**src/gpt_map.svh**
```systemverilog
// Register offsets, field positions, reset values and counts of the timer
`ifndef GPT_MAP_SVH
`define GPT_MAP_SVH
// ****************************************
// Register byte offsets
// ****************************************
`define GPT_OFS_CONFIG 8'h00
`define GPT_OFS_MODE_A 8'h04
`define GPT_OFS_MODE_B 8'h08
`define GPT_OFS_CONTROL 8'h0C
`define GPT_OFS_MASK 8'h18
`define GPT_OFS_RAW 8'h1C
`define GPT_OFS_MASKED 8'h20
`define GPT_OFS_CLEAR 8'h24
`define GPT_OFS_LOAD_A 8'h28
`define GPT_OFS_LOAD_B 8'h2C
`define GPT_OFS_MATCH_A 8'h30
`define GPT_OFS_PRESCALE_A 8'h38
`define GPT_OFS_PRESCALE_B 8'h3C
`define GPT_OFS_VALUE_A 8'h48
`define GPT_OFS_VALUE_B 8'h4C
// ****************************************
// Field positions
// ****************************************
`define GPT_CTL_EN_A 0
`define GPT_CTL_STALL_A 1
`define GPT_CTL_CLK_STALL_EN 4
`define GPT_CTL_EN_B 8
`define GPT_CTL_STALL_B 9
`define GPT_IRQ_TO_A 0
`define GPT_IRQ_MATCH 3
`define GPT_IRQ_TO_B 8
// ****************************************
// Encodings and reset values
// ****************************************
`define GPT_CFG_JOINED 3'h0
`define GPT_CFG_CLOCK 3'h1
`define GPT_CFG_SPLIT 3'h4
`define GPT_MODE_ONESHOT 2'h1
`define GPT_MODE_PERIODIC 2'h2
`define GPT_RST_COUNT 16'hFFFF
`define GPT_RST_PRESCALE 8'h00
`define GPT_RTC_START 32'h00000001
`define GPT_SLOW_CLK_HZ 32768
`define GPT_TICK_HZ 1
`define GPT_RTC_DIV (`GPT_SLOW_CLK_HZ / `GPT_TICK_HZ)
`endif

```
**src/gpt_pkg.sv**
```systemverilog
// Types and shared helpers of the timer pair
package gpt_pkg;
	typedef enum logic [1:0] {
		GPT_JOINED,
		GPT_CLOCK,
		GPT_SPLIT
	} gpt_cfg_t;

	function automatic gpt_cfg_t gpt_decode_cfg(input logic [2:0] v);
		gpt_cfg_t m;
		case (v)
			3'h0: m = GPT_JOINED;
			3'h1: m = GPT_CLOCK;
			default: m = GPT_SPLIT;
		endcase
		return m;
	endfunction : gpt_decode_cfg

	function automatic logic gpt_is_oneshot(input logic [1:0] mf);
		return mf == 2'h1;
	endfunction : gpt_is_oneshot
endpackage : gpt_pkg

```
**src/gpt_rtc_div.sv**
```systemverilog
// Divider from the slow capture-pin clock to a one-second tick
`timescale 1ns/1ps
module gpt_rtc_div import gpt_pkg::*; #(
	parameter int DIV = 32768
) (
	input wire logic i_ref_clk,
	input wire logic i_rst_b,
	input wire logic i_ce,
	input wire logic i_run,
	input wire logic i_capture_pin,
	output logic o_tick
);
	localparam int CW = $clog2(DIV);
	logic [2:0] sync_r;
	logic [CW-1:0] edge_cnt_r;
	logic pin_lvl_r;

	// ****************************************
	// Pin synchroniser
	// ****************************************
	always_ff @(posedge i_ref_clk or negedge i_rst_b) begin
		if (!i_rst_b) begin
			sync_r <= 3'h0;
			pin_lvl_r <= 1'b0;
		end else if (i_ce) begin
			sync_r <= {sync_r[1:0], i_capture_pin};
			// Level moves only once stages 1 and 2 agree
			if (sync_r[1] == sync_r[2]) begin
				pin_lvl_r <= sync_r[2];
			end
		end
	end

	// ****************************************
	// Edge counter
	// ****************************************
	// Rising edge counts when both late stages agree on high
	always_ff @(posedge i_ref_clk or negedge i_rst_b) begin
		if (!i_rst_b) begin
			edge_cnt_r <= '0;
			o_tick <= 1'b0;
		end else if (i_ce) begin
			o_tick <= 1'b0;
			if (!i_run) begin
				edge_cnt_r <= '0;
			end else if (sync_r[1] && sync_r[2] && !pin_lvl_r) begin
				if (edge_cnt_r == CW'(DIV - 1)) begin
					edge_cnt_r <= '0;
					o_tick <= 1'b1;
				end else begin
					edge_cnt_r <= edge_cnt_r + 1'b1;
				end
			end
		end
	end
endmodule : gpt_rtc_div

```
**src/gpt_top.sv**
```systemverilog
// Timer pair top: register port, counters, flags and interrupt
// Behaviour
// Reset: idle, counters and loads all ones
// Reset: both prescale registers zero
// Config 0 joined timer, 1 clock
// Joined mode: load write fills both halves
// Joined mode: value read joins both halves
// Joined mode: only first mode field counts
// Joined counts down, reloads after zero
// One-shot stops and clears enable
// Zero sets sticky timeout flag, masked view
// Load rewrite taken next cycle
// Stall bit freezes counter during halt
// Clock mode counts up, starts at one
// Slow pin clock divided to seconds
// Count equal match rolls to zero
// Match sets flag, interrupt, clear bit
// Clock stall enable overrides stall bits
// Config 4 gives two independent counters
// Split counter with eight-bit prescaler
// Split counter reloads load and prescale
// Split zero sets sticky timeout flag
// Prescale P gives P+1 clocks per step
// Everything on the one system clock
`timescale 1ns/1ps
`include "gpt_map.svh"
module gpt_top import gpt_pkg::*; #(
	parameter int RTC_DIV = `GPT_RTC_DIV
) (
	input wire logic i_ref_clk,
	input wire logic i_rst_b,
	input wire logic i_ce,
	input wire logic [7:0] i_addr,
	input wire logic [31:0] i_wr_data,
	input wire logic i_wr,
	input wire logic i_rd,
	input wire logic i_halt,
	input wire logic i_capture_pin,
	output logic [31:0] o_rd_data,
	output logic o_irq
);
	logic [1:0] rst_sync_r;
	logic rst_b;
	logic [2:0] cfg_r;
	logic [1:0] mode_a_r;
	logic [1:0] mode_b_r;
	logic [9:0] ctl_r;
	logic [8:0] mask_r;
	logic [8:0] raw_r;
	logic [15:0] load_a_r;
	logic [15:0] load_b_r;
	logic [31:0] match_r;
	logic [7:0] pscl_a_r;
	logic [7:0] pscl_b_r;
	logic [15:0] cnt_a_r;
	logic [15:0] cnt_b_r;
	logic [7:0] pcnt_a_r;
	logic [7:0] pcnt_b_r;
	gpt_cfg_t cfg;
	logic wr_cfg, wr_ctl, wr_load_a, wr_load_b, wr_clr;
	logic en_a, en_b, frz_a, frz_b, rtc_tick;
	logic step_a, step_b, zero_a, zero_b, step_j, zero_j, hit_rtc;
	logic done_a, done_b, rtc_first;
	logic [31:0] cnt_j;
	logic [8:0] set_raw;
	logic [31:0] rd_nxt;

	// ****************************************
	// Reset release
	// ****************************************
	always_ff @(posedge i_ref_clk or negedge i_rst_b) begin
		if (!i_rst_b) begin
			rst_sync_r <= 2'h0;
		end else begin
			rst_sync_r <= {rst_sync_r[0], 1'b1};
		end
	end
	assign rst_b = rst_sync_r[1];

	// ****************************************
	// Decode
	// ****************************************
	assign cfg = gpt_decode_cfg(cfg_r);
	assign wr_cfg = i_wr && i_addr == `GPT_OFS_CONFIG;
	assign wr_ctl = i_wr && i_addr == `GPT_OFS_CONTROL;
	assign wr_load_a = i_wr && i_addr == `GPT_OFS_LOAD_A;
	assign wr_load_b = i_wr && i_addr == `GPT_OFS_LOAD_B;
	assign wr_clr = i_wr && i_addr == `GPT_OFS_CLEAR;
	assign en_a = ctl_r[`GPT_CTL_EN_A];
	assign en_b = ctl_r[`GPT_CTL_EN_B];
	assign rtc_first = wr_cfg && i_wr_data[2:0] == `GPT_CFG_CLOCK &&
		cfg_r != `GPT_CFG_CLOCK;

	// ****************************************
	// Debug stall
	// ****************************************
	always_comb begin
		frz_a = i_halt && ctl_r[`GPT_CTL_STALL_A];
		frz_b = i_halt && ctl_r[`GPT_CTL_STALL_B];
		if (cfg == GPT_CLOCK) begin
			// Either stall bit halts the clock unless overridden
			frz_a = i_halt && (ctl_r[`GPT_CTL_STALL_A] ||
				ctl_r[`GPT_CTL_STALL_B]) &&
				!ctl_r[`GPT_CTL_CLK_STALL_EN];
		end
	end

	// ****************************************
	// Second tick
	// ****************************************
	gpt_rtc_div #(
		.DIV(RTC_DIV)
	) u_div (
		.i_ref_clk(i_ref_clk),
		.i_rst_b(rst_b),
		.i_ce(i_ce),
		.i_run(cfg == GPT_CLOCK && en_a),
		.i_capture_pin(i_capture_pin),
		.o_tick(rtc_tick)
	);

	// ****************************************
	// Count events
	// ****************************************
	assign cnt_j = {cnt_b_r, cnt_a_r};
	assign zero_j = cnt_j == 32'h00000000;
	assign step_j = cfg == GPT_JOINED && en_a && !frz_a;
	assign hit_rtc = cfg == GPT_CLOCK && en_a && !frz_a && rtc_tick &&
		cnt_j == match_r;
	// Prescaler at zero marks the last clock of a step
	assign step_a = cfg == GPT_SPLIT && en_a && !frz_a &&
		pcnt_a_r == 8'h00;
	assign step_b = cfg == GPT_SPLIT && en_b && !frz_b &&
		pcnt_b_r == 8'h00;
	assign zero_a = cnt_a_r == 16'h0000;
	assign zero_b = cnt_b_r == 16'h0000;
	always_comb begin
		done_a = 1'b0;
		done_b = 1'b0;
		if (step_j && zero_j) begin
			done_a = gpt_is_oneshot(mode_a_r);
		end
		if (step_a && zero_a) begin
			done_a = gpt_is_oneshot(mode_a_r);
		end
		if (step_b && zero_b) begin
			done_b = gpt_is_oneshot(mode_b_r);
		end
	end
	always_comb begin
		set_raw = 9'h000;
		set_raw[`GPT_IRQ_TO_A] = (step_j && zero_j) ||
			(step_a && zero_a);
		set_raw[`GPT_IRQ_TO_B] = step_b && zero_b;
		set_raw[`GPT_IRQ_MATCH] = hit_rtc;
	end

	// ****************************************
	// Configuration registers
	// ****************************************
	always_ff @(posedge i_ref_clk or negedge rst_b) begin
		if (!rst_b) begin
			cfg_r <= `GPT_CFG_JOINED;
			mode_a_r <= 2'h0;
			mode_b_r <= 2'h0;
			mask_r <= 9'h000;
			match_r <= 32'hFFFFFFFF;
		end else if (i_ce) begin
			if (wr_cfg) begin
				cfg_r <= i_wr_data[2:0];
			end
			if (i_wr && i_addr == `GPT_OFS_MODE_A) begin
				mode_a_r <= i_wr_data[1:0];
			end
			if (i_wr && i_addr == `GPT_OFS_MODE_B) begin
				mode_b_r <= i_wr_data[1:0];
			end
			if (i_wr && i_addr == `GPT_OFS_MASK) begin
				mask_r <= i_wr_data[8:0];
			end
			if (i_wr && i_addr == `GPT_OFS_MATCH_A) begin
				match_r <= i_wr_data;
			end
		end
	end

	// ****************************************
	// Control and enables
	// ****************************************
	// A software write in the same cycle as a one-shot end wins
	always_ff @(posedge i_ref_clk or negedge rst_b) begin
		if (!rst_b) begin
			ctl_r <= 10'h000;
		end else if (i_ce) begin
			if (wr_ctl) begin
				ctl_r <= i_wr_data[9:0];
			end else begin
				if (done_a) begin
					ctl_r[`GPT_CTL_EN_A] <= 1'b0;
				end
				if (done_b) begin
					ctl_r[`GPT_CTL_EN_B] <= 1'b0;
				end
			end
		end
	end

	// ****************************************
	// Load and prescale registers
	// ****************************************
	always_ff @(posedge i_ref_clk or negedge rst_b) begin
		if (!rst_b) begin
			load_a_r <= `GPT_RST_COUNT;
			load_b_r <= `GPT_RST_COUNT;
			pscl_a_r <= `GPT_RST_PRESCALE;
			pscl_b_r <= `GPT_RST_PRESCALE;
		end else if (i_ce) begin
			if (wr_load_a) begin
				load_a_r <= i_wr_data[15:0];
				if (cfg != GPT_SPLIT) begin
					load_b_r <= i_wr_data[31:16];
				end
			end else if (wr_load_b) begin
				load_b_r <= i_wr_data[15:0];
			end
			if (i_wr && i_addr == `GPT_OFS_PRESCALE_A) begin
				pscl_a_r <= i_wr_data[7:0];
			end
			if (i_wr && i_addr == `GPT_OFS_PRESCALE_B) begin
				pscl_b_r <= i_wr_data[7:0];
			end
		end
	end

	// ****************************************
	// First counter and joined counter
	// ****************************************
	// The joined modes drive the low half from here; the second counter block drives the high half
	always_ff @(posedge i_ref_clk or negedge rst_b) begin
		if (!rst_b) begin
			cnt_a_r <= `GPT_RST_COUNT;
			pcnt_a_r <= `GPT_RST_PRESCALE;
		end else if (i_ce) begin
			if (rtc_first) begin
				cnt_a_r <= 16'(`GPT_RTC_START);
			end else if (wr_load_a && cfg != GPT_CLOCK) begin
				cnt_a_r <= i_wr_data[15:0];
				pcnt_a_r <= pscl_a_r;
			end else begin
				case (cfg)
					GPT_JOINED: begin
						if (step_j) begin
							cnt_a_r <= zero_j ? load_a_r :
								cnt_a_r - 1'b1;
						end
					end
					GPT_CLOCK: begin
						if (hit_rtc) begin
							cnt_a_r <= 16'h0000;
						end else if (en_a && !frz_a && rtc_tick) begin
							cnt_a_r <= cnt_a_r + 1'b1;
						end
					end
					GPT_SPLIT: begin
						if (en_a && !frz_a) begin
							pcnt_a_r <= step_a ? pscl_a_r :
								pcnt_a_r - 1'b1;
						end
						if (step_a) begin
							cnt_a_r <= zero_a ? load_a_r :
								cnt_a_r - 1'b1;
						end
					end
					default: begin
						cnt_a_r <= cnt_a_r;
					end
				endcase
			end
		end
	end

	// ****************************************
	// Second counter
	// ****************************************
	always_ff @(posedge i_ref_clk or negedge rst_b) begin
		if (!rst_b) begin
			cnt_b_r <= `GPT_RST_COUNT;
			pcnt_b_r <= `GPT_RST_PRESCALE;
		end else if (i_ce) begin
			if (rtc_first) begin
				cnt_b_r <= 16'h0000;
			end else if (cfg == GPT_JOINED && wr_load_a) begin
				cnt_b_r <= i_wr_data[31:16];
			end else if (cfg == GPT_SPLIT && wr_load_b) begin
				cnt_b_r <= i_wr_data[15:0];
				pcnt_b_r <= pscl_b_r;
			end else begin
				case (cfg)
					GPT_JOINED: begin
						if (step_j && zero_j) begin
							cnt_b_r <= load_b_r;
						end else if (step_j && zero_a) begin
							cnt_b_r <= cnt_b_r - 1'b1;
						end
					end
					GPT_CLOCK: begin
						if (hit_rtc) begin
							cnt_b_r <= 16'h0000;
						end else if (en_a && !frz_a && rtc_tick &&
							cnt_a_r == 16'hFFFF) begin
							cnt_b_r <= cnt_b_r + 1'b1;
						end
					end
					GPT_SPLIT: begin
						if (en_b && !frz_b) begin
							pcnt_b_r <= step_b ? pscl_b_r :
								pcnt_b_r - 1'b1;
						end
						if (step_b) begin
							cnt_b_r <= zero_b ? load_b_r :
								cnt_b_r - 1'b1;
						end
					end
					default: begin
						cnt_b_r <= cnt_b_r;
					end
				endcase
			end
		end
	end

	// ****************************************
	// Status flags
	// ****************************************
	// New events win over a clear in the same cycle
	always_ff @(posedge i_ref_clk or negedge rst_b) begin
		if (!rst_b) begin
			raw_r <= 9'h000;
		end else if (i_ce) begin
			raw_r <= (raw_r & ~(wr_clr ? i_wr_data[8:0] : 9'h000)) |
				set_raw;
		end
	end

	// ****************************************
	// Interrupt
	// ****************************************
	always_ff @(posedge i_ref_clk or negedge rst_b) begin
		if (!rst_b) begin
			o_irq <= 1'b0;
		end else if (i_ce) begin
			o_irq <= |(raw_r & mask_r);
		end
	end

	// ****************************************
	// Read port
	// ****************************************
	always_comb begin
		rd_nxt = 32'h00000000;
		case (i_addr)
			`GPT_OFS_CONFIG: rd_nxt[2:0] = cfg_r;
			`GPT_OFS_MODE_A: rd_nxt[1:0] = mode_a_r;
			`GPT_OFS_MODE_B: rd_nxt[1:0] = mode_b_r;
			`GPT_OFS_CONTROL: rd_nxt[9:0] = ctl_r;
			`GPT_OFS_MASK: rd_nxt[8:0] = mask_r;
			`GPT_OFS_RAW: rd_nxt[8:0] = raw_r;
			`GPT_OFS_MASKED: rd_nxt[8:0] = raw_r & mask_r;
			`GPT_OFS_LOAD_A: begin
				rd_nxt = cfg == GPT_SPLIT ? {16'h0000, load_a_r} :
					{load_b_r, load_a_r};
			end
			`GPT_OFS_LOAD_B: rd_nxt[15:0] = load_b_r;
			`GPT_OFS_MATCH_A: rd_nxt = match_r;
			`GPT_OFS_PRESCALE_A: rd_nxt[7:0] = pscl_a_r;
			`GPT_OFS_PRESCALE_B: rd_nxt[7:0] = pscl_b_r;
			`GPT_OFS_VALUE_A: begin
				rd_nxt = cfg == GPT_SPLIT ? {16'h0000, cnt_a_r} :
					cnt_j;
			end
			`GPT_OFS_VALUE_B: rd_nxt[15:0] = cnt_b_r;
			default: rd_nxt = 32'h00000000;
		endcase
	end

	// Data stand only in the cycle after the strobe
	always_ff @(posedge i_ref_clk or negedge rst_b) begin
		if (!rst_b) begin
			o_rd_data <= 32'h00000000;
		end else if (i_ce) begin
			o_rd_data <= i_rd ? rd_nxt : 32'h00000000;
		end
	end
endmodule : gpt_top

```
**config.mk**
```make
export PLATFORM = sky130hd
export DESIGN_NAME = gpt_top
export DESIGN_NICKNAME = d
export VERILOG_FILES = /design/src/gpt_pkg.sv /design/src/gpt_rtc_div.sv /design/src/gpt_top.sv
export VERILOG_INCLUDE_DIRS = /design/src /design/src/src
export SDC_FILE = /design/constraint.sdc
export NUM_CORES = 1
export LEC_CHECK = 0
export ABC_CLOCK_PERIOD_IN_PS = 5960
export BUFFER_PORTS_ARGS = -buffer_cell sky130_fd_sc_hd__buf_2
export CAP_MARGIN = 20
export CORE_AREA = 2 2 190 192
export CTS_BUF_LIST = sky130_fd_sc_hd__clkbuf_8
export DETAILED_ROUTE_END_ITERATION = 10
export DIE_AREA = 0 0 192 194
export PLACE_DENSITY = 0.69
export SLEW_MARGIN = 10
export SYNTH_ARGS = -nofsm -noshare
export SYNTH_HDL_FRONTEND = slang
export SYNTH_SLANG_ARGS = --single-unit
```
**constraint.sdc**
```tcl
create_clock -name i_ref_clk -period 5.96 [get_ports i_ref_clk]
set_clock_uncertainty 0.1 [all_clocks]
set_input_delay 0.298 -clock i_ref_clk [delete_from_list [all_inputs] [get_ports i_ref_clk]]
set_output_delay 0.298 -clock i_ref_clk [all_outputs]
set_load 0.01 [all_outputs]
```
Word-level counts from Yosys, hierarchy flattened
Index checks and enable logic that the tools add are counted.
{"block": "classes", "n_bitwise": 6, "n_reduce_logical": 84, "eq_ne": 35, "addsub": 7, "mux": 56}
{"cell": "2-to-1 mux 16 bit", "n": 20}
{"cell": "case mux 16 bit (3 select lines)", "n": 3}
{"cell": "2-to-1 mux 32 bit", "n": 3}
{"cell": "2-to-1 mux 8 bit", "n": 8}
{"cell": "equality test 8 x 6 -> 1 bit (second input constant)", "n": 7}
{"cell": "case mux 5 bit (11 select lines)", "n": 1}
{"cell": "2-to-1 mux 15 bit", "n": 3}
{"cell": "logical AND 1 bit", "n": 42}
{"cell": "adder 16 x 1 -> 16 bit (second input constant)", "n": 2}
{"cell": "equality test 32 bit", "n": 1}
{"cell": "zero test 16 bit", "n": 2}
{"cell": "zero test 32 bit", "n": 1}
{"cell": "subtractor 16 x 1 -> 16 bit (second input constant)", "n": 2}
{"cell": "case mux 6 bit (5 select lines)", "n": 1}
{"cell": "case mux 2 bit (14 select lines)", "n": 1}
{"cell": "AND reduction 2 bit", "n": 13}
{"cell": "zero test 8 bit", "n": 3}
{"cell": "bitwise AND 9 bit", "n": 2}
{"cell": "equality test 16 bit (second input constant)", "n": 1}
{"cell": "equality test 8 x 4 -> 1 bit (second input constant)", "n": 2}
{"cell": "equality test 8 x 5 -> 1 bit (second input constant)", "n": 2}
{"cell": "equality test 8 x 7 -> 1 bit (second input constant)", "n": 2}
{"cell": "subtractor 8 x 1 -> 8 bit (second input constant)", "n": 2}
{"cell": "adder 15 x 1 -> 15 bit (second input constant)", "n": 1}
{"cell": "34 further kinds", "n": 63}
{"block": "word_totals", "regBits": 218}

Longest topological paths before layout
Gate-level depths: netlist of run 1.
{"block": "depth", "word_depth": 14, "ltp_mapped": 12, "depth_no_buf": 9}

Cells and area by module
From an unflattened synthesis of run 1, not the netlist that was laid out.
{"block": "hier_totals", "cells_unflattened": 1492, "hier_area_um2": 13929.6}
{"module": "gpt_top", "area_each_um2": 12829.8, "seq_area_each_um2": 5074.9, "cells_each": 1380, "n_inst": 1}
{"module": "gpt_rtc_div", "area_each_um2": 1099.8, "seq_area_each_um2": 500.5, "cells_each": 112, "n_inst": 1}

Worst setup path after synthesis of run 1
Ideal clock, no wire load.
{"block": "synth_path", "kind": "register to register", "startpoint": "register cnt_a_r[0]", "endpoint": "register cnt_a_r[11]", "path_buffers": 3, "synth_period_minus_slack_ns": 2.907, "stages_incl_launch_ff": 13, "arrival_ns": 2.728, "required_ns": 5.781, "slack_ns": 3.053, "setup_time_ns": 0.079, "cell_sequence": "dfstp_2 -> clkbuf_1 -> inv_1 -> ha_1 -> nor4b_1 -> and2_1 -> nand2_1 -> clkbuf_1 -> clkbuf_1 -> o21ai_0 -> a31oi_1 -> o311ai_0 -> a22o_1"}
{"block": "synth_between", "elab_chain_len": 6, "elab_cells_between_ends": 17}
{"item": "start, declared", "line": "gpt_top.sv:55", "rtl": "logic [15:0] cnt_a_r;"}
{"item": "start signal, assigned", "line": "gpt_top.sv:241", "rtl": "cnt_a_r <= `GPT_RST_COUNT;"}
{"item": "start signal, assigned", "line": "gpt_top.sv:245", "rtl": "cnt_a_r <= 16'(`GPT_RTC_START);"}
{"item": "start signal, assigned", "line": "gpt_top.sv:247", "rtl": "cnt_a_r <= i_wr_data[15:0];"}
{"item": "subtractor 16 x 1 -> 16 bit, or another cell as far along", "line": "gpt_top.sv:254, gpt_top.sv:271"}
{"item": "2-to-1 mux 16 bit, or another cell as far along", "line": "gpt_top.sv:270", "rtl": "cnt_a_r <= zero_a ? load_a_r :"}
{"item": "2-to-1 mux 16 bit, on equally long branches", "line": "gpt_top.sv:269, gpt_top.sv:252, gpt_top.sv:258"}
{"item": "case mux 16 bit (3 select lines)", "line": "gpt_top.sv:250", "rtl": "case (cfg)"}
{"item": "2-to-1 mux 16 bit", "line": "gpt_top.sv:246", "rtl": "end else if (wr_load_a && cfg != GPT_CLOCK) begin"}
{"item": "2-to-1 mux 16 bit", "line": "gpt_top.sv:244", "rtl": "if (rtc_first) begin"}
Several ways; a longest one is shown, not always the timed one. The select of a mux whose other input is x is not followed.
A chain may end at the register's enable or synchronous reset.

Worst setup path after layout of run 1
{"block": "layout_path", "startpoint": "register cfg_r[0]", "endpoint": "register cnt_a_r[8]"}
{"block": "layout_between", "elab_chain_len": 12, "elab_cells_between_ends": 32}
{"item": "start, declared", "line": "gpt_top.sv:44", "rtl": "logic [2:0] cfg_r;"}
{"item": "start signal, assigned", "line": "gpt_top.sv:163", "rtl": "cfg_r <= `GPT_CFG_JOINED;"}
{"item": "start signal, assigned", "line": "gpt_top.sv:170", "rtl": "cfg_r <= i_wr_data[2:0];"}
{"item": "equality test 3 x 1 -> 1 bit / zero test 3 bit (equally long branches)", "line": "gpt_pkg.sv:11", "rtl": "case (v)"}
{"item": "case mux 2 bit (2 select lines)", "line": "gpt_pkg.sv:11"}
{"item": "equality test 2 x 1 -> 1 bit", "line": "gpt_top.sv:100, gpt_top.sv:128, gpt_top.sv:250"}
{"item": "2-to-1 mux 1 bit", "line": "gpt_top.sv:100", "rtl": "if (cfg == GPT_CLOCK) begin"}
{"item": "zero test 1 bit"}
{"item": "logical AND 1 bit (3 in a row)", "line": "gpt_top.sv:128", "rtl": "assign hit_rtc = cfg == GPT_CLOCK && en_a && !frz_a && rtc_tick &&"}
{"item": "2-to-1 mux 16 bit", "line": "gpt_top.sv:258", "rtl": "if (hit_rtc) begin"}
{"item": "case mux 16 bit (3 select lines)", "line": "gpt_top.sv:250"}
{"item": "2-to-1 mux 16 bit", "line": "gpt_top.sv:246"}
{"item": "2-to-1 mux 16 bit", "line": "gpt_top.sv:244"}
{"item": "end signal, assigned", "line": "gpt_top.sv:245"}
{"item": "end signal, assigned", "line": "gpt_top.sv:247"}
{"item": "end signal, assigned", "line": "gpt_top.sv:253", "rtl": "cnt_a_r <= zero_j ? load_a_r :"}
Several ways; a longest one is shown, not always the timed one.

==> run metrics, run 1 <==
first-pass iteration count of the detailed router=5; Worst Path Arrival=4580 ps; fin crit period=4200 ps; fmax=0.238 GHz; nets@finish=1,624; Hold WC Path Type=input pin to flip-flop; clk sinks=218; Synth area leader=dfrtp_1; Final Hold Fails=0; H-Tree Depth=2; Routed WL=approximately 52,000 um; Synth Register Bits=218; CTS tree=built; Synth top area share=0.219; CP Data Required Time=roughly 6300 ps; setup tns final=0 ps; Post-Syn Instances=1,526; Overall Power=approximately 5.1 mW; Setup crit start kind=flip-flop; Slew Limit Fails=0; CP Capture Type=flip-flop; CTS resizes=0; final setup violation count=0; Hold Startpoint=i_wr_data[13]; worst slew pin tran=1100 ps; HPWL Detailed=36,300 um; Clock Path Buffers=3; clock root buffer=clkbuf_8; DIE WIDTH=192 um; final weighted congestion in routability-driven placement=1.05; cts bufs inserted=40; Power Dens Cells=328 nW/um2; largest net degree at the start of global routing=75; clk_lat worst skew=580 ps; MaxCap Viol Count=0; drt drc=0; I/O pins=80; worst reg2reg setup slack=1760 ps; die area=roughly 37,000 um2; RR Startpoint=cfg_r[0]$_DFFE_PN0P_; outcome=complete, no violations; Via-to-Cell Ratio=approximately 6.4; Synth cell types=83; clk slew on worst S/H paths=around 60 ps; Die Y-Extent=194 um; Starting Density=0.396; Hold Path End=load_b_r[13]$_DFFE_PN1P_; routed length per instance=25.3 um; Area growth syn-to-layout=12.5%; Vias=around 13,000; Leak=6.66 nW; number of flops mapped to enable cells by yosys=0; VDD IR max=around 150 uV; first-pass GRT wire length=80,200 um; syn nets=about 1,600; Final period util=0.705; Worst Setup Path Type=flip-flop to flip-flop; drt initial violations=approximately 1,500; yosys warns=0; RSZ-0062 raised after global routing=false; Max-slew headroom=0.259; CP max FO=19; Main synth FF type=dfrtp_1; initial antenna violation count=1; FP Rows=69; reg2reg path depth=8; Reg-to-Reg End=cnt_a_r[8]$_DFFE_PN1P_; register area share after synthesis=0.400; vias in the first global route=13,000; area of the mapped netlist=13,900 um2; most frequent cells in the layout=136 x nand2_1, 122 x o21ai_0, 121 x dfrtp_1, 110 x nor2_1, 96 x dfstp_2; grt total ovfl=0; Total Routing Usage GR=0.279; final worst slack=1760 ps; async set-reset flop share out of synthesis=1.00; pre-CTS setup slack=1940 ps; core area=roughly 35,000 um2; Antenna Nets Post-Route=0; hold path depth=3; Syn Area/Cell=9.13 um2; commonest non-fill, non-tap cell in the layout=nand2_1; Buffers on Ports=between 70 and 80; synth top area cells=dfrtp_1 22%, dfstp_2 18%, mux2_2 6.6%; share of cells above drive strength 1=0.230
[logic make-up (layout without fill, tap and decap cells)]
logic type,Yosys count,count (layout),share of synthesized area
AND/OR/NAND/NOR,486,486,0.179
AO/OA/AOI/OAI,469,469,0.230
flip-flops,218,218,0.400
buffers and inverters,151,222,0.0443
multiplexers,110,110,0.0863
XOR/XNOR,80,80,0.0503
adder cells (fa/ha/maj),11,11,0.00969
other,1,4,0.000269
[cell type report]
class,instances,area (um2)
diodes,3,7.51
clock buffers,45,619
clock inverters,27,223
fillers,3467,19500
inverters,20,75.1
multi-input cells,1157,7760
flip-flops and latches,218,5580
well taps,461,577
repair buffers,130,832
[per-stage QoR]
stage          cells  hold slack (ps)  instance area (um2)  utilization
2_1_floorplan   1526            -97.6                13900            -
3_3_place_gp    1960            -12.2                14600        0.414
3_5_place_dp    1962            -11.5                14600        0.414
4_1_cts         2055             7.10                15600        0.444
5_1_grt         2058             13.6                15700        0.445
6_report        2061             24.4                15700        0.445
[sequential cells by signal, indices dropped and copies added, names as in the netlist]
register	cells
pcnt_b_r	8
o_rd_data	32
cnt_a_r	16
mode_b_r	2
pcnt_a_r	8
rst_sync_r	2
load_b_r	16
mode_a_r	2
raw_r	9
u_div.edge_cnt_r	15
u_div.o_tick	1
ctl_r	10
load_a_r	16
pscl_b_r	8
cfg_r	3
mask_r	9
u_div.pin_lvl_r	1
o_irq	1
cnt_b_r	16
u_div.sync_r	3
pscl_a_r	8
match_r	32
[where the power goes]
part / total (mW) / switching (mW) / internal [mW]
combinational: 1.50 / 0.877 / 0.626
sequential: 2.08 / 0.390 / 1.69
clock: 1.55 / 0.685 / 0.869
[metal layers]
metal  part of all wire  up-vias  track usage
met5                  0        -            0
met4              0.054        0        0.144
met3              0.094      166       0.0552
met2               0.44      777        0.418
met1               0.41     6501        0.383
li1                   -     5815            -
[critical path: stages, from the launching register on]
cell	delay, ps
dfrtp_1	520
or3b_1	630
o221ai_1	680
nand3_1	240
nor4_1	280
buf_4	240
nand2b_1	830
o2111ai_1	230
a32o_1	350
[synthesized netlist by cell type (8+ instances only)]
cell type,instances
nor2_1,110
mux2i_1,28
inv_1,20
nand2_1,136
nor2b_1,11
a22oi_1,45
o31ai_1,16
a21oi_1,82
dfstp_2,96
o2bb2ai_1,33
o211ai_1,29
mux2_2,82
and3_1,12
ha_1,10
a32o_1,16
o21ai_0,122
a221oi_1,12
clkbuf_1,100
dfrtp_1,122
nand2b_1,9
buf_1,11
nor3_1,30
nand4_1,29
and2_1,13
nand3_1,47
xnor2_1,26
nor4_1,25
a21o_1,12
xor2_1,54
a222oi_1,11
a31oi_1,8
a211oi_1,17
buf_2,16
and4_1,12
[how the worst max path moves through the flow]
stage / start / end / slack, ps / depth (start not counted)
2_1_floorplan: rst_sync_r[1]$_DFF_PN0_ / cfg_r[0]$_DFFE_PN0P_ / 2360 / 0
3_3_place_gp: i_addr[2] / cnt_b_r[2]$_DFFE_PN1P_ / 1970 / 8
3_5_place_dp: cfg_r[0]$_DFFE_PN0P_ / cnt_a_r[14]$_DFFE_PN1P_ / 1940 / 8
4_1_cts: cfg_r[0]$_DFFE_PN0P_ / cnt_a_r[14]$_DFFE_PN1P_ / 1900 / 8
5_1_grt: cfg_r[0]$_DFFE_PN0P_ / cnt_a_r[14]$_DFFE_PN1P_ / 1690 / 8
6_report: cfg_r[0]$_DFFE_PN0P_ / cnt_a_r[8]$_DFFE_PN1P_ / 1760 / 8
[timing repair]
item	4_1_cts	5_1_grt
endpoints found under the setup margin	0	0
endpoints found under the hold margin	38	0
setup buffers	0	0
hold buffers	21	0
Power figures use the tool's default switching activity.
==> run 2, diff against run 1 <==
Settings changed: ABC_CLOCK_PERIOD_IN_PS 5960 to 4100, PLACE_DENSITY 0.69 to 0.67.
Clock period 5.96 ns to 4.1 ns, I/O delays scaled along.
==> run 2 against run 1 <==
Against the previous run:
- via count is 1.5% higher
- combinational power rose by 53%
- die area stayed put
- core utilization rose by 0.93 points
- sequential power up 44%
- final cell count increased by 1.9%
- fmax rose by 16%
- routed wire length rose by 1.6%
- critical path depth is 1 lower
- largest power group unchanged
==> run metrics, run 2 (synthesis gave the netlist of run 1 again) <==
outcome=complete, no violations; CP max-delay cell=nor3_1; die area=37,200 um2; clock root buffer=clkbuf_8; Routed WL=53,000 um; CP Cell Sequence=or4_4, nor2_1, nand2_1, nor3_1, o21ai_0, o311ai_0, o21ai_0; Overall Power=7.47 mW; final weighted congestion in routability-driven placement=0.993; setup tns final=0 ps; Die Y-Extent=around 190 um; Antenna Nets Post-Route=0; initial antenna violation count=0; Total Routing Usage GR=0.283; Area growth syn-to-layout=14.8%; Leak=6.83 nW; fin crit period=~3600 ps; worst slew pin tran=1050 ps; DIE WIDTH=around 190 um; routed length on met3=just over 5000 um; nets@finish=between 1,500 and 2,000; core area=35,200 um2; share of cells above drive strength 1=0.242; Hold WC Path Type=input pin to flip-flop; VDD IR max=between 300 and 400 uV; routed length per instance=25.2 um; cts bufs inserted=40; Max-slew headroom=0.291; Via-to-Cell Ratio=6.41; met2 WL post-DR=23,400 um; Worst Setup Path Type=flip-flop to flip-flop; Final Hold Fails=0; final setup violation count=0; first-pass GRT wire length=80,500 um; drt drc=0; CP top delay family=simple AND/OR/NAND/NOR gates; most frequent cells in the layout=136 x nand2_1, 122 x o21ai_0, 121 x dfrtp_1, 110 x nor2_1, 96 x dfstp_2; Vias=about 13,000; FP Rows=a little under 70; Power Dens Cells=467 nW/um2; CP max FO=13; Buffers on Ports=79; wl on met1=21,700 um; Slew Limit Fails=0; drt initial violations=1,444; Top Registers=match_r x32, o_rd_data x32; Final period util=0.881; vias in the first global route=12,800; hold_ws=2.83 ps; fmax=0.277 GHz; HPWL Detailed=about 37,000 um; Setup crit start kind=flip-flop; CTS tree=built; Worst Path Arrival=3970 ps; Worst path max stage delay=approximately 750 ps; commonest non-fill, non-tap cell in the layout=nand2_1; largest net degree at the start of global routing=77; WP buf/inv=0; CP Capture Type=flip-flop; I/O pins=80; MaxCap Viol Count=0; clk slew on worst S/H paths=70 ps; Starting Density=0.396; Clock Path Buffers=3; cell mode on critical path=o21ai_0; CP Data Required Time=4460 ps; RSZ-0062 raised after global routing=false; clk_lat worst skew=600 ps; CTS resizes=0; Top Metal Used=met4; grt total ovfl=0; first-pass iteration count of the detailed router=6; clk sinks=218; H-Tree Depth=2
-- run 2: tightest hold or removal path, cell delays in order --
cell and delay (ps):
buf_2 100, inv_1 180, o2bb2ai_1 180
-- run 2: area by class of cell --
type,instances,area (um2)
fill,3449,19200
timing repair buffer,169,1180
multi-input combinational,1157,7770
tap,461,577
antenna,1,2.50
clock buffer,49,674
clock inverter,25,148
inverter,20,75.1
sequential,218,5580
-- run 2: worst paths after layout --
check,from,to,slack [ps],cells past startpoint
min in group asynchronous,rst_sync_r[1]$_DFF_PN0_,mask_r[4]$_DFFE_PN0P_,230,0
max in group asynchronous,rst_sync_r[1]$_DFF_PN0_,match_r[30]$_DFFE_PN1P_,2620,1
max,cnt_a_r[2]$_DFFE_PN1P_,ctl_r[0]$_DFFE_PN0P_,490,7
max reg2reg,cnt_a_r[2]$_DFFE_PN1P_,ctl_r[0]$_DFFE_PN0P_,490,7
min reg2reg,rst_sync_r[1]$_DFF_PN0_,mask_r[4]$_DFFE_PN0P_,230,0
min,i_ce,o_rd_data[2]$_DFFE_PN0P_,3,3
-- run 2: what timing repair did --
action / 4_1_cts / 5_1_grt
setup endpoints to repair: 0 / 0
setup buffers: 0 / 0
endpoints found under the hold margin: 74 / 0
hold buffers: 33 / 0
-- run 2: power by group --
group	switching [mW]	internal, mW	leakage [nW]	total, mW
Sequential	0.540	2.46	2.66	3.00
Clock	1.02	1.15	0.474	2.17
Combinational	1.34	0.952	3.70	2.29
Total	2.90	4.57	6.83	7.47
-- run 2: metrics by stage --
| stage | area, um2 | worst slack (ps) | utilization | std cells |
|---|---|---|---|---|
| after detailed placement | 14800 | 502 | 0.422 | 1992 |
| after global routing | 16000 | 234 | 0.454 | 2099 |
| after CTS | 16000 | 602 | 0.454 | 2099 |
| after global placement | 14800 | 477 | 0.421 | 1991 |
| after floorplan | 13900 | 505 | - | 1526 |
| final | 16000 | 487 | 0.454 | 2100 |
-- run 2: layer usage --
metal / vias to the layer above / track usage
li1: 5889 / -
met1: 6620 / 0.387
met2: 757 / 0.425
met3: 191 / 0.0583
met4: 0 / 0.137
met5: - / 0
==> run 3, diff against run 2 <==
Settings changed: BUFFER_PORTS_ARGS -buffer_cell sky130_fd_sc_hd__buf_2 to -buffer_cell sky130_fd_sc_hd__clkbuf_2, SYNTH_HIERARCHICAL set to 1.
==> run 3 against run 2 <==
Against the previous run:
- critical path depth up 2
- area after synthesis about the same
- first-iteration DRC count up 27%
- global-route usage down 0.17 points
- worst setup slack better by 58 ps
- via count down 1.0%
- routed wire length down 0.58%
- synthesized cell count down 2.2%
- register-to-register slack better by 60 ps
- final cell count down 1.5%
- non-clock buffer count down 18
- critical endpoint is now cnt_a_r[12]$_DFFE_PN1P_
==> run metrics, run 3 <==
FF+latch area=5580 um2; Final Hold Fails=0; Worst path max stage delay=between 600 and 700 ps; Total Routing Usage GR=0.281; outcome=complete, no violations; WP buf/inv=2; Routed WL=52,700 um; final setup violation count=0; VDD IR max=210 uV; Power Dens Cells=about 460 nW/um2; Main synth FF type=dfrtp_1; Synth Register Bits=around 220; final weighted congestion in routability-driven placement=~1.0; Vias=13,300; synth top area cells=dfrtp_1 22%, dfstp_2 18%, mux2_2 6.4%; drt drc=0; Leak=~6.6 nW; nets@finish=1,630; share of cells above drive strength 1=0.249; met2 Track Usage GR=0.416; area of the mapped netlist=13,900 um2; Worst Setup Path Type=flip-flop to flip-flop; Antenna Nets Post-Route=0; Max-slew headroom=0.262; worst slew pin tran=1100 ps; CP max FO=19; I/O pins=80; number of flops mapped to enable cells by yosys=0; Post-CTS Repair Setup Buffers=0; MaxCap Viol Count=0; grt total ovfl=0; routed length per instance=25.5 um; core area=35,200 um2; initial antenna violation count=0; CP Cell Sequence=inv_1, ha_1, or3b_4, nor4b_1, a41oi_2, buf_4, nand2_1, nand3_1, a221o_1; clk sinks=218; commonest non-fill, non-tap cell in the layout=nand2_1; setup tns final=0 ps; clock root buffer=clkbuf_8; Synth top area share=0.219; CP top delay family=simple AND/OR/NAND/NOR gates; CP max-delay cell=nor4b_1; Post-Syn Instances=about 1,500; DIE WIDTH=about 190 um; drt initial violations=1,839; list of most frequent post-synthesis cells=133 x nand2_1, 122 x dfrtp_1, 97 x nor2_1; most frequent cell after synthesis=nand2_1; grt met1 use=0.392; clk_lat worst skew=590 ps; gr busiest metal=met2; CTS resizes=0; HPWL Detailed=36,700 um; fmax=around 0.28 GHz; Synth area leader=dfrtp_1; Synth cell types=~110; H-Tree Depth=2; syn nets=1,549; Slew Limit Fails=0; Syn Area/Cell=9.34 um2; CP Data Required Time=4480 ps; register area share after synthesis=0.400; hold-fix buffers at CTS=30; multi-input logic area=between 7000 and 8000 um2; antenna cells=0; Starting Density=0.395; first-pass iteration count of the detailed router=8; Area growth syn-to-layout=14.2%; FP Rows=between 60 and 70; final core occ=0.452; vias in the first global route=12,700; Clock Path Buffers=3; met3 GRT Util=0.0610; CTS tree=built; yosys warns=6; Setup crit start kind=flip-flop; most frequent cells in the layout=133 x nand2_1, 121 x dfrtp_1, 96 x dfstp_2, 95 x nor2_1, 91 x o21ai_0; RSZ-0062 raised after global routing=false; Die Y-Extent=194 um; Final period util=0.867; Buffers on Ports=79; Top Registers=match_r x32, o_rd_data x32; Fill cells=3,504; async set-reset flop share out of synthesis=1.00; Worst Path Arrival=3930 ps; first-pass GRT wire length=79,900 um; die area=~37,000 um2; Via-to-Cell Ratio=6.44; CP Capture Type=flip-flop; largest net degree at the start of global routing=100; cts bufs inserted=42; fin crit period=3550 ps; clk slew on worst S/H paths=around 60 ps; Hold WC Path Type=input pin to flip-flop
==> run 3: tightest hold or removal path, cell delays in order <==
cell	delay, ps
clkbuf_2	140
nand2_1	80
a21boi_0	90
o2bb2ai_1	140
==> run 3: kinds of logic (layout without fill, tap and decap cells) <==
group                    after synthesis  in the layout  share of synthesized area
AO/OA/AOI/OAI                        464            464                      0.234
AND/OR/NAND/NOR                      462            462                      0.179
flip-flops                           218            218                      0.400
buffers and inverters                154            269                     0.0468
multiplexers                         102            102                     0.0804
XOR/XNOR                              81             81                     0.0509
adder cells (fa/ha/maj)               10             10                    0.00898
other                                  1              1                   0.000269
==> run 3: layer usage <==
layer,up-vias,part of all wire
li1,5792,-
met1,6588,0.42
met2,798,0.44
met3,144,0.10
met4,0,0.044
met5,-,0
==> run 3: through the flow <==
step	hold WS, ps	instance area, um2	power (mW)	cells	setup slack [ps]
after CTS	2.50	15900	7.26	2068	632
after floorplan	-191	13900	4.37	1492	505
final	32.9	15900	7.30	2068	545
after detailed placement	-108	14800	5.01	1960	658
after global routing	36.8	15900	7.63	2068	449
after global placement	-108	14800	4.99	1960	747
==> run 3: area by class of cell <==
class                           instances  share of cell area
Clock buffer                           53              0.0458
Clock inverter                         25             0.00833
Inverter                               40             0.00944
Multi-Input combinational cell       1120               0.485
Sequential cell                       218               0.351
Tap cell                              461              0.0362
Timing Repair Buffer                  151              0.0643
==> run 3: power breakdown <==
part           total (mW)  switching, mW  leakage, nW  internal, mW
Combinational        1.96           1.09         3.43         0.864
Clock                2.22          0.993        0.517          1.23
Sequential           3.12          0.653         2.66          2.47
==> run 3: final timing paths <==
kind / end / startpoint / slack, ps / cells past startpoint
worst max-delay path: cnt_a_r[12]$_DFFE_PN1P_ / pcnt_a_r[0]$_DFFE_PN0P_ / 550 / 9
worst min-delay path: o_rd_data[0]$_DFFE_PN0P_ / i_addr[3] / 30 / 4
worst max register to register: cnt_a_r[12]$_DFFE_PN1P_ / pcnt_a_r[0]$_DFFE_PN0P_ / 550 / 9
worst min register to register: rst_sync_r[1]$_DFF_PN0_ / rst_sync_r[0]$_DFF_PN0_ / 250 / 0
max in group asynchronous: pscl_b_r[4]$_DFFE_PN0P_ / rst_sync_r[1]$_DFF_PN0_ / 2480 / 1
min in group asynchronous: o_rd_data[14]$_DFFE_PN0P_ / rst_sync_r[1]$_DFF_PN0_ / 340 / 0
